**src/logic/chgst_regs.svh**
```systemverilog
// Purpose: Offsets, field positions and reset values of the charger status registers
// Assumes: Included by bare name wherever a constant is needed
// Notes:   Definitions only; types live in chgst_pkg
`ifndef CHGST_REGS_SVH
`define CHGST_REGS_SVH

// Register offsets on the register interface
`define CHGST_LIVE_OFS     8'h00
`define CHGST_FAULT_OFS    8'h01

// Live status field positions
`define CHGST_OPEN_BIT     7
`define CHGST_PHASE_HI     6
`define CHGST_PHASE_LO     5
`define CHGST_ILIM_BIT     4
`define CHGST_DIP_BIT      3
`define CHGST_VIN_BIT      2
`define CHGST_THERM_BIT    1
`define CHGST_PGOOD_BIT    0

// Fault status field positions
`define CHGST_OVP_BIT      7
`define CHGST_BUVLO_BIT    6
`define CHGST_RSVD_BIT     5
`define CHGST_ZONE_HI      4
`define CHGST_ZONE_LO      3
`define CHGST_SAFETY_BIT   2
`define CHGST_WAKE1_BIT    1
`define CHGST_WAKE2_BIT    0

// Widths and reset values
`define CHGST_FLAG_COUNT   3
`define CHGST_FLAG_RESET   3'h0
`define CHGST_DATA_RESET   8'h00
`define CHGST_UNMAPPED     8'h00

`endif

```
**src/logic/chgst_pkg.sv**
```systemverilog
// Purpose: Types shared by the charger status register bank
// Assumes: Constants come from chgst_regs.svh
// Notes:   Enum codes equal the register encodings
package chgst_pkg;

	// Charge phase as reported in the live register
	typedef enum logic [1:0] {
		CHGST_PH_IDLE = 2'h0,
		CHGST_PH_CC   = 2'h1,
		CHGST_PH_CV   = 2'h2,
		CHGST_PH_DONE = 2'h3
	} chgst_phase_t;

	// Thermistor zone as reported in the fault register
	typedef enum logic [1:0] {
		CHGST_TZ_NORMAL  = 2'h0,
		CHGST_TZ_SUSPEND = 2'h1,
		CHGST_TZ_COOL    = 2'h2,
		CHGST_TZ_WARM    = 2'h3
	} chgst_zone_t;

	// Pin-level conditions, all asynchronous to clk
	typedef struct packed {
		logic thermistor_pin_open;
		logic input_current_limiting;
		logic supply_dip_limiting;
		logic input_voltage_limiting;
		logic thermal_regulating;
		logic input_power_good;
		logic input_overvoltage;
		logic battery_undervoltage;
		logic charge_enable;
	} chgst_pins_t;

	// Whole state of the top module
	typedef struct packed {
		chgst_pins_t sync1;
		chgst_pins_t sync2;
		logic        ce_prev;
		logic [2:0]  ce_arm;
		logic [7:0]  rdata;
		logic        rvalid;
	} chgst_top_state_t;

	// Whole state of the flag module
	typedef struct packed {
		logic [2:0] flags;
	} chgst_flag_state_t;

endpackage : chgst_pkg

```
**src/logic/chgst_flag_if.sv**
```systemverilog
// Purpose: Carries set, clear and value of the sticky flags
// Assumes: All signals on the block clock
// Notes:   Bit order follows the fault register low bits
`timescale 1ns/1ps
`include "chgst_regs.svh"
interface chgst_flag_if;
	logic [`CHGST_FLAG_COUNT-1:0] set;   // Event pulses
	logic [`CHGST_FLAG_COUNT-1:0] clr;   // Clear pulses
	logic [`CHGST_FLAG_COUNT-1:0] q;     // Flag values

	// Flag keeper side
	modport owner (input set, input clr, output q);
	// Register side
	modport user (output set, output clr, input q);
endinterface : chgst_flag_if

```
**src/logic/chgst_flag.sv**
```systemverilog
// Purpose: Sticky flags of the fault register
// Assumes: Set and clear are one-cycle pulses on clk
// Notes:   Set beats clear in the same cycle so no event is lost
`timescale 1ns/1ps
`include "chgst_regs.svh"
module chgst_flag (
	// Clock, reset, enable
	input wire logic        clk,
	input wire logic        rst_n,
	input wire logic        clk_en,
	// Flag carrier
	chgst_flag_if.owner     fl
);
	chgst_pkg::chgst_flag_state_t st;       // Registered state
	chgst_pkg::chgst_flag_state_t next_st;  // Next state

	// Per-bit update, set wins over clear
	always_comb begin
		next_st = st;
		for (int i = 0; i < `CHGST_FLAG_COUNT; i++) begin
			next_st.flags[i] = fl.set[i] | (st.flags[i] & ~fl.clr[i]);
		end
	end

	// State register, reset takes priority over enable
	always_ff @(posedge clk) begin
		if (!rst_n) begin
			st.flags <= `CHGST_FLAG_RESET;
		end else if (clk_en) begin
			st <= next_st;
		end
	end

	assign fl.q = st.flags;
endmodule : chgst_flag

```
**src/logic/chgst_top.sv**
```systemverilog
// Purpose: Live and fault status registers of a one-cell charger, read through the register interface
// Assumes: Register strobes come from the serial slave on clk; condition pins are asynchronous
// Notes:   Read data is registered and valid one cycle after the read strobe
//
// Summary of operation
// - Live bit 7 shows thermistor pin open
// - Live bits 6-5 encode the charge phase
// - Live bits 4-1 show limiting and thermal regulation
// - Live bit 0 shows input power good
// - Fault bits 7-6 show overvoltage and undervoltage
// - Fault bits 4-3 encode the thermistor zone
// - Safety flag clears only on charge-enable toggle
// - Wake one flag sets on event, clears on read
// - Wake two flag sets on event, clears on read
// - Both registers readable at their offsets
`timescale 1ns/1ps
`include "chgst_regs.svh"
module chgst_top (
	// Clock, reset, enable
	input  wire logic                 clk,
	input  wire logic                 rst_n,
	input  wire logic                 clk_en,
	// Register interface from the serial slave
	input  wire logic [7:0]           reg_addr,
	input  wire logic                 reg_rd,
	input  wire logic                 reg_wr,
	input  wire logic [7:0]           reg_wdata,
	output logic      [7:0]           reg_rdata,
	output logic                      reg_rvalid,
	// Asynchronous condition pins
	input  wire logic                 thermistor_pin_open,
	input  wire logic                 input_current_limiting,
	input  wire logic                 supply_dip_limiting,
	input  wire logic                 input_voltage_limiting,
	input  wire logic                 thermal_regulating,
	input  wire logic                 input_power_good,
	input  wire logic                 input_overvoltage,
	input  wire logic                 battery_undervoltage,
	input  wire logic                 charge_enable,
	// Same-clock state from the charge controller
	input  wire chgst_pkg::chgst_phase_t charge_phase,
	input  wire chgst_pkg::chgst_zone_t  thermistor_zone,
	// Same-clock event pulses from the timers
	input  wire logic                 safety_timer_expired,
	input  wire logic                 first_wake_met,
	input  wire logic                 second_wake_met
);
	chgst_pkg::chgst_top_state_t st;       // Registered state
	chgst_pkg::chgst_top_state_t next_st;  // Next state
	chgst_pkg::chgst_pins_t      pins_in;  // Raw pins gathered
	logic                        ce_toggle; // Charge enable changed
	logic [1:0]                  sel;       // One-hot register select
	logic [7:0]                  live_val;  // Live register image
	logic [7:0]                  fault_val; // Fault register image

	// Flag carrier between this module and the flag keeper
	chgst_flag_if fl ();

	// Address decode, one-hot: bit 0 live, bit 1 fault
	function automatic logic [1:0] chgst_decode(input logic [7:0] a);
		logic [1:0] s;
		s = 2'h0;
		if (a == `CHGST_LIVE_OFS) begin
			s[0] = 1'b1;
		end
		if (a == `CHGST_FAULT_OFS) begin
			s[1] = 1'b1;
		end
		return s;
	endfunction : chgst_decode

	assign sel = chgst_decode(reg_addr);

	// Gather the asynchronous pins in one word
	always_comb begin
		pins_in.thermistor_pin_open    = thermistor_pin_open;
		pins_in.input_current_limiting = input_current_limiting;
		pins_in.supply_dip_limiting    = supply_dip_limiting;
		pins_in.input_voltage_limiting = input_voltage_limiting;
		pins_in.thermal_regulating     = thermal_regulating;
		pins_in.input_power_good       = input_power_good;
		pins_in.input_overvoltage      = input_overvoltage;
		pins_in.battery_undervoltage   = battery_undervoltage;
		pins_in.charge_enable          = charge_enable;
	end

	// Toggle of the synchronised charge enable, either direction
	// Held off until the chain and ce_prev hold real pin values, so a
	// high enable pin at reset release is not taken for a toggle
	assign ce_toggle = (st.sync2.charge_enable ^ st.ce_prev) & st.ce_arm[2];

	// Live register image, all fields follow their sources
	always_comb begin
		live_val = `CHGST_DATA_RESET;
		live_val[`CHGST_OPEN_BIT] = st.sync2.thermistor_pin_open;
		live_val[`CHGST_PHASE_HI:`CHGST_PHASE_LO] = charge_phase;
		live_val[`CHGST_ILIM_BIT]  = st.sync2.input_current_limiting;
		live_val[`CHGST_DIP_BIT]   = st.sync2.supply_dip_limiting;
		live_val[`CHGST_VIN_BIT]   = st.sync2.input_voltage_limiting;
		live_val[`CHGST_THERM_BIT] = st.sync2.thermal_regulating;
		live_val[`CHGST_PGOOD_BIT] = st.sync2.input_power_good;
	end

	// Fault register image; reserved bit stays zero
	always_comb begin
		fault_val = `CHGST_DATA_RESET;
		fault_val[`CHGST_OVP_BIT]   = st.sync2.input_overvoltage;
		fault_val[`CHGST_BUVLO_BIT] = st.sync2.battery_undervoltage;
		fault_val[`CHGST_ZONE_HI:`CHGST_ZONE_LO] = thermistor_zone;
		fault_val[`CHGST_SAFETY_BIT] = fl.q[`CHGST_SAFETY_BIT];
		fault_val[`CHGST_WAKE1_BIT]  = fl.q[`CHGST_WAKE1_BIT];
		fault_val[`CHGST_WAKE2_BIT]  = fl.q[`CHGST_WAKE2_BIT];
	end

	// Flag set and clear terms
	always_comb begin
		fl.set = {safety_timer_expired, first_wake_met, second_wake_met};
		fl.clr = 3'h0;
		// toggle is the only clear of the safety flag
		fl.clr[`CHGST_SAFETY_BIT] = ce_toggle;
		// read of the fault register clears the wake flags
		fl.clr[`CHGST_WAKE1_BIT] = reg_rd & sel[1];
		fl.clr[`CHGST_WAKE2_BIT] = reg_rd & sel[1];
	end

	// Sticky flag keeper; set beats clear there
	chgst_flag u_flag (
		.clk    (clk),
		.rst_n  (rst_n),
		.clk_en (clk_en),
		.fl     (fl.owner)
	);

	// Next state: synchronisers and read answer
	always_comb begin
		next_st = st;
		// Two flops; the first is read only by the second
		next_st.sync1   = pins_in;
		next_st.sync2   = st.sync1;
		next_st.ce_prev = st.sync2.charge_enable;
		// Fills with ones over three enabled edges after reset
		next_st.ce_arm  = {st.ce_arm[1:0], 1'b1};
		next_st.rvalid  = reg_rd;
		if (reg_rd) begin
			unique case (sel)
				2'h1:    next_st.rdata = live_val;
				2'h2:    next_st.rdata = fault_val;
				// Unlisted offsets read as zero
				default: next_st.rdata = `CHGST_UNMAPPED;
			endcase
		end
		// writes fall through with no effect; reg_wdata is not stored
	end

	// State register, reset takes priority over enable
	always_ff @(posedge clk) begin
		if (!rst_n) begin
			st <= '0;
		end else if (clk_en) begin
			st <= next_st;
		end
	end

	// Data and strobe come straight from flops
	assign reg_rdata  = st.rdata;
	assign reg_rvalid = st.rvalid;
endmodule : chgst_top

```
**config.mk**
```make
export PLATFORM = sky130hd
export DESIGN_NAME = chgst_top
export DESIGN_NICKNAME = d
export VERILOG_FILES = /design/src/logic/chgst_pkg.sv /design/src/logic/chgst_flag_if.sv /design/src/logic/chgst_flag.sv /design/src/logic/chgst_top.sv
export VERILOG_INCLUDE_DIRS = /design/src /design/src/logic
export SDC_FILE = /design/constraint.sdc
export NUM_CORES = 1
export LEC_CHECK = 0
export ABC_AREA = 0
export BUFFER_PORTS_ARGS = -buffer_cell sky130_fd_sc_hd__buf_4
export CAP_MARGIN = 20
export CORE_UTILIZATION = 52
export DETAILED_ROUTE_END_ITERATION = 6
export PLACE_DENSITY_LB_ADDON = 0.05
export SLEW_MARGIN = 20
export SYNTH_ARGS = -nofsm -noshare
export SYNTH_HDL_FRONTEND = slang
export SYNTH_SLANG_ARGS = --single-unit
```
**constraint.sdc**
```tcl
create_clock -name clk -period 4.3 [get_ports clk]
set_input_delay 1.29 -clock clk [delete_from_list [all_inputs] [get_ports clk]]
set_output_delay 1.29 -clock clk [all_outputs]
set_load 0.01 [all_outputs]
```
==> results of run 1 <==
[cell type report]
type / count / area share [%]
sequential: 34 / 41.0
multi-input combinational: 87 / 36.9
timing repair buffer: 36 / 16.3
clock buffer: 6 / 3.09
tap: 30 / 2.26
inverter: 2 / 0.452
[worst reg2reg max path: cells and delay by family, from the launching register on]
kind | cells | cell delay, ps
AO/OA/AOI/OAI | 1 | 260
AND/OR/NAND/NOR | 1 | 150
flip-flops | 1 | 330
[power by group through the flow]
stage | clock (uW) | sequential (uW) | combinational, uW
4_1_cts | 175 | 333 | 55.4
5_1_grt | 191 | 335 | 60.9
3_3_place_gp | 0 | 340 | 53.3
2_1_floorplan | 0 | 339 | 29.5
6_report | 170 | 333 | 54.9
3_5_place_dp | 0 | 340 | 55.2
[Yosys cell counts, drive strengths merged]
| cell | instances | area, sq um |
|---|---|---|
| a21oi | 5 | 25.0 |
| a221o | 7 | 70.1 |
| a311oi | 2 | 17.5 |
| and2 | 1 | 6.26 |
| and3 | 7 | 43.8 |
| buf | 11 | 75.1 |
| clkbuf | 2 | 7.51 |
| clkinv | 1 | 3.75 |
| dfxtp | 34 | 681 |
| ha | 2 | 25.0 |
| inv | 1 | 3.75 |
| mux2i | 21 | 210 |
| nand2 | 6 | 22.5 |
| nand2b | 3 | 18.8 |
| nand3 | 1 | 5.00 |
| nand4b | 1 | 8.76 |
| nor2 | 23 | 86.3 |
| nor2b | 1 | 6.26 |
| nor3b | 2 | 15.0 |
| nor4 | 2 | 27.5 |
| o21ai | 1 | 5.00 |
| or4 | 1 | 11.3 |
| xnor2 | 1 | 8.76 |
[state kept, by name, indices dropped and copies added, names as in the netlist]
| signal | flops |
|---|---|
| st | 2 |
| next_st | 12 |
| live_val | 6 |
| u_flag.fl.q | 3 |
| reg_rdata | 8 |
| reg_rvalid | 1 |
| fault_val | 2 |
[metal layers]
| metal | part of all wire (%) | track usage [%] | wire (microns) |
|---|---|---|---|
| met5 | 0 | 0 | 0 |
| met4 | 2.0 | 9.21 | 50 |
| met3 | 6.4 | 8.47 | 159 |
| met2 | 45 | 31.3 | 1130 |
| met1 | 46 | 27.3 | 1160 |
[worst min-delay path by stage]
stage	to	slack, ps	depth (start not counted)
4_1_cts	reg_rdata[5]$_SDFFE_PN0P_	470	2
3_5_place_dp	reg_rdata[5]$_SDFFE_PN0P_	460	2
3_3_place_gp	reg_rdata[5]$_SDFFE_PN0P_	440	2
2_1_floorplan	reg_rdata[5]$_SDFFE_PN0P_	430	2
5_1_grt	reg_rdata[5]$_SDFFE_PN0P_	490	2
6_report	reg_rdata[5]$_SDFFE_PN0P_	470	2
[logic make-up (layout without fill, tap and decap cells)]
| family | after synthesis | in the layout | share of synthesized area (%) |
|---|---|---|---|
| compound gates | 15 | 15 | 8.50 |
| flops | 34 | 34 | 49.2 |
| mux | 21 | 21 | 15.2 |
| buf+inv | 15 | 44 | 6.51 |
| xor+xnor | 1 | 1 | 0.633 |
| fa+ha+maj | 2 | 2 | 1.81 |
| simple gates | 48 | 48 | 18.2 |
[through the flow]
step | cells | hold slack (ps)
3_3_place_gp | 189 | 441
3_5_place_dp | 189 | 456
2_1_floorplan | 136 | 432
5_1_grt | 195 | 493
4_1_cts | 195 | 470
6_report | 195 | 468
[cell usage in the layout, fill, tap and decap left out, types with 2 or more instances in the layout]
cell | netlist | routed
a21oi_1 | 5 | 5
nor2_1 | 23 | 23
a221o_1 | 7 | 7
a311oi_1 | 2 | 2
nand2_1 | 6 | 6
buf_4 | 8 | 36
mux2i_1 | 21 | 21
nand2b_1 | 3 | 3
dfxtp_1 | 34 | 34
and3_1 | 7 | 7
ha_1 | 2 | 2
clkbuf_4 | 0 | 5
nor3b_1 | 2 | 2
==> results.json, run 1 <==
{
  "result_of_the_run": "finished, final reports clean",
  "final.min_clock_period_ps": 3400,
  "hold_violations": 0,
  "timing_worst_slew_pin_value_ps": 886,
  "post_cts_setup_buffer_count": 0,
  "postPlaceCellArea_sq_um": 1610,
  "cp_slowest_cell": "nor3b_1",
  "ff2ff_path_depth": 2,
  "netSwitchingPower_uw": 128,
  "ctsLongestPathBuffers": 2,
  "pin_count": 46,
  "number_of_antenna_violations_at_the_first_check_in_global_routing": 0,
  "critical_path.reg2reg.endpoint": "reg_rdata[2]$_SDFFE_PN0P_",
  "grt_util_all_layers_pct": 21.2,
  "path_buf_inv": 1,
  "ir_worst_vdd_mv": 0.261,
  "post-route-worst-setup-slack_ps": 899,
  "power_uw": 558,
  "crit_fanout": 7,
  "wire_length_of_the_first_global_routing_pass_microns": 4170,
  "globalRoute.totalOverflow": 0,
  "initialDrtViolationCount": 26,
  "post-route-util_pct": 66.4,
  "critical_path.endpoint": "reg_rdata[3]$_SDFFE_PN0P_",
  "pin_count_of_the_biggest_net_entering_global_routing": 33,
  "end_kind": "flop",
  "cellInternalPower_uw": 430,
  "synth.yosys.seq_area_share_pct": 49.2,
  "wl_per_cell_microns": 12.8,
  "setup_viol": 0,
  "antenna_cells_inserted": 0,
  "fmax_ghz": 0.294,
  "fp.dieArea_sq_um": 2870,
  "numClockSinks": 34,
  "grt_setup_unrepaired": "no",
  "cts-root-buf": "clkbuf_4",
  "hp-class": "flop to flop",
  "clock_insertion_delay_worst_skew_ps": 330,
  "cpLargestDelayFamily": "simple AND/OR/NAND/NOR gates",
  "power.share.sequential_pct": 59.7,
  "clock_power_share_pct": 30.5,
  "power.share.switching_pct": 22.9,
  "port-buffer-count": 36,
  "required_ps": 4580,
  "dp_worst_setup_slack_ps": 571,
  "worstPathArrival_ps": 3680,
  "timing.setup.critical_path_class": "input port to flop",
  "route.final.wire_length_microns": 2500,
  "drtAntennaViolNets": 0,
  "synth_warnings": 0,
  "worst-path-stages": 7,
  "power_density_nw_per_um2": 336,
  "vias": 1049,
  "tritoncts_clock_tree": "yes",
  "crit_chain": "buf_4 -> or4_4 -> nor4_1 -> nor2b_1 -> ha_1 -> nor3b_1 -> a221o_1",
  "slowest_delay_ps": 720,
  "total_leakage_power_uw": 0.000767,
  "period_share_pct": 79.1,
  "synthesis.area_per_instance_sq_um": 10.2,
  "synth.lib_cells_used.distinct": 25,
  "layout-drive-gt1-share_pct": 26.7,
  "timing.rr.start": "reg_rdata[2]$_SDFFE_PN0P_",
  "fillCellCount": 204,
  "area_growth_syn_to_layout_pct": 20.0,
  "detail_route.vias_per_cell": 5.38,
  "tritoncts.num_buffers": 5,
  "remaining_drc_errors": 0,
  "timing.final.max_slew_violations": 0,
  "die_x_microns": 53.6,
  "hold_buffers": 0,
  "worst_setup_path_start_kind": "input port",
  "cts_htree_levels": 2,
  "placeableCoreArea_sq_um": 2500,
  "number_of_detailed_route_iterations_in_the_first_pass": 4,
  "die_h_microns": 53.6,
  "setup_total_negative_slack_ps": 0,
  "placement_rows": 18,
  "max-cap-violations": 0,
  "cts_resized": 0,
  "multi_input_area_sq_um": 613,
  "nets": 205,
  "syn_nets": 175,
  "first_global_vias": 912,
  "fin_worst_skew_ps": 5.71,
  "min-delay-start": "reg_rdata[5]$_SDFFE_PN0P_",
  "timing.critical_path.from": "reg_addr[5]",
  "synth.cell_area_sq_um": 1380,
  "slew_headroom_pct": 40.8,
  "floorplan.initialDensity_pct": 55.4,
  "hpwl_microns": 1740,
  "gp_congestion": 0.726,
  "regToRegSetupSlack_ps": 3450,
  "synth_cells": 136,
  "design_area_sq_um": 1660,
  "comb_power_share_pct": 9.8,
  "post_synthesis_sequential_element_count": 34,
  "worst_setup_hold_path_clk_slew_ps": 90,
  "regArea_sq_um": 681
}
(Power assumes the default switching activity.)
==> run 2: changes to the inputs <==
ABC_AREA = 1   (was 0)
CORE_UTILIZATION = 49   (was 52)
clock period = 3.38 ns   (was 4.3 ns; I/O delays follow)
==> run 2 against run 1 <==
Against the previous run:
- die area rose by 9.2%
- total power rose by 28%
- synthesized cell count rose by 38%
- global-route usage fell by 2.8 points
==> results.json, run 2 <==
{
  "final_cell_mix": "buf_4, nor2_1, dfxtp_1, o21ai_0, nand2_1",
  "slowest_delay_ps": 290,
  "largest_reg_flops": 12,
  "clock_insertion_delay_worst_skew_ps": 320,
  "placeableCoreArea_sq_um": 2760,
  "stdcell_count": 241,
  "pin_count": 46,
  "crit_chain": "buf_4 -> inv_1 -> nand2_1 -> nor2_1 -> and2_1 -> ha_1 -> nor2_8 -> nand3_1 -> a31oi_1",
  "timing.setup.critical_path_class": "input port to flop",
  "max-cap-violations": 0,
  "required_ps": 3630,
  "die_x_microns": 56,
  "setup_viol": 0,
  "total_leakage_power_uw": 0.000762,
  "design_area_sq_um": 1670,
  "setup_total_negative_slack_ps": 0,
  "netlist_top_cells_area": "dfxtp_1, nor2_1, o21ai_0",
  "worst-path-stages": 9,
  "synth.lib_cells_used.distinct": 17,
  "antenna_cells_inserted": 0,
  "synth_largest_area_cell": "dfxtp_1",
  "grt_util_all_layers_pct": 18.4,
  "synth.cell_area_sq_um": 1430,
  "comb_power_share_pct": 10.1,
  "globalRoute.totalOverflow": 0,
  "wl_per_cell_microns": 10.7,
  "result_of_the_run": "finished, final reports clean",
  "worst_setup_hold_path_clk_slew_ps": 90,
  "muxShareOfSynthArea_pct": 0,
  "fin_worst_skew_ps": 7.14,
  "placed_cells_incl_taps": 235,
  "crit_fanout": 15,
  "wire_length_of_the_first_global_routing_pass_microns": 4430,
  "vias": 1215,
  "worstPathArrival_ps": 2330,
  "syn_nets": 226,
  "slew_headroom_pct": 56.5,
  "power_density_nw_per_um2": 427,
  "initialDrtViolationCount": 54,
  "route.final.wire_length_microns": 2580,
  "timing_worst_slew_pin_value_ps": 652,
  "path_buf_inv": 2,
  "cell_types_with_the_highest_counts_after_synthesis": "nor2_1, dfxtp_1, o21ai_0, nand2_1, nand3_1",
  "cpLargestDelayFamily": "simple AND/OR/NAND/NOR gates",
  "cts_htree_levels": 2,
  "synth_warnings": 0,
  "post-route-util_pct": 60.5,
  "hold_depth": 2,
  "synth_edf_count": 0,
  "yosys.area_share.adder_pct": 1.75,
  "grt_setup_unrepaired": "no",
  "remaining_drc_errors": 0,
  "floorplan.initialDensity_pct": 51.8,
  "layout-drive-gt1-share_pct": 21.0,
  "fp.dieArea_sq_um": 3140,
  "cp_slowest_cell": "ha_1",
  "power.share.sequential_pct": 60.5,
  "tritoncts.num_buffers": 5,
  "hold_buffers": 0,
  "die_h_microns": 56,
  "period_share_pct": 61.6,
  "detail_route.vias_per_cell": 5.04,
  "synthesis.area_per_instance_sq_um": 7.64,
  "placement_rows": 19,
  "synth_cells": 187,
  "synthFlopType": "dfxtp_1",
  "number_of_detailed_route_iterations_in_the_first_pass": 5,
  "drtAntennaViolNets": 0,
  "hp-class": "flop to flop",
  "gp_congestion": 0.692,
  "end_kind": "flop",
  "port-buffer-count": 36,
  "tritoncts_clock_tree": "yes",
  "synthDominantCellAreaShare_pct": 47.6,
  "synth-simple-area-share_pct": 23.4,
  "final.min_clock_period_ps": 2080,
  "synth.yosys.seq_area_share_pct": 47.6,
  "nets": 250,
  "area_growth_syn_to_layout_pct": 16.8,
  "cts_resized": 0,
  "postPlaceCellArea_sq_um": 1620,
  "netSwitchingPower_uw": 163,
  "hpwl_microns": 1730,
  "post_cts_setup_buffer_count": 0,
  "power.share.switching_pct": 22.9,
  "ir_worst_vdd_mv": 0.382,
  "worst_setup_path_start_kind": "input port",
  "pin_count_of_the_biggest_net_entering_global_routing": 27,
  "ff2ff_path_depth": 4,
  "hold_violations": 0,
  "final_common_cell": "buf_4",
  "synth_top_family_by_area": "simple AND/OR/NAND/NOR gates",
  "fmax_ghz": 0.480,
  "ctsLongestPathBuffers": 2,
  "numClockSinks": 34,
  "cellInternalPower_uw": 550,
  "postSynth.asyncResetShare_pct": 0,
  "cts-root-buf": "clkbuf_4",
  "number_of_antenna_violations_at_the_first_check_in_global_routing": 0,
  "clock_power_share_pct": 29.4,
  "timing.final.max_slew_violations": 0,
  "synth-xor-area-share_pct": 0,
  "count_leader_synth": "nor2_1",
  "first_global_vias": 1033,
  "post_synthesis_sequential_element_count": 34,
  "synth_compound_area_share_pct": 14.6
}
-- run 2: kinds of logic (layout without fill, tap and decap cells) --
logic type               count (synthesis)  count (layout)
flip-flops                              34              34
AO/OA/AOI/OAI                           40              40
adder cells (fa/ha/maj)                  2               2
buffers and inverters                   35              58
AND/OR/NAND/NOR                         76              76
-- run 2: routing by layer --
layer / GRT usage (%) / routed length [microns] / up-vias
li1: - / - / 640
met1: 23.0 / 1170 / 526
met2: 28.1 / 1200 / 47
met3: 8.60 / 194 / 2
met4: 6.27 / 17 / 0
met5: 0 / 0 / -
-- run 2: area by class of cell --
type / count / area (sq um)
clock buffers: 6 / 51.3
fillers: 288 / 1090
inverters: 16 / 60.1
multi-input cells: 118 / 568
flip-flops and latches: 34 / 681
well taps: 31 / 38.8
repair buffers: 36 / 270
-- run 2: worst paths after layout --
check / start / to / slack [ps]
max: reg_addr[4] / reg_rdata[2]$_SDFFE_PN0P_ / 1300
min: live_val[7]$_SDFFE_PN0P_ / live_val[7]$_SDFFE_PN0P_ / 460
max reg2reg: next_st[12]$_SDFFE_PN0P_ / u_flag.fl.q[2]$_SDFFE_PN0P_ / 2580
min reg2reg: live_val[7]$_SDFFE_PN0P_ / live_val[7]$_SDFFE_PN0P_ / 460
-- run 2: worst min-delay path: stages (launching register included) --
cell and delay (ps):
dfxtp_1 320, inv_1 50, a21oi_1 50
-- run 2: through the flow --
step           total power (uW)  hold WS (ps)  worst slack (ps)
2_1_floorplan               480           429              1170
3_3_place_gp                510           444               997
3_5_place_dp                512           445               949
5_1_grt                     758           481              1140
6_report                    713           457              1300
4_1_cts                     721           459              1290
-- run 2: power groups by stage --
stage | clock network (uW) | logic, uW | registers, uW
detailed placement | 0 | 71.9 | 441
global placement | 0 | 70.3 | 440
CTS | 217 | 72.6 | 432
floorplan | 0 | 42.8 | 438
global route | 241 | 83.0 | 434
finish | 210 | 71.7 | 432
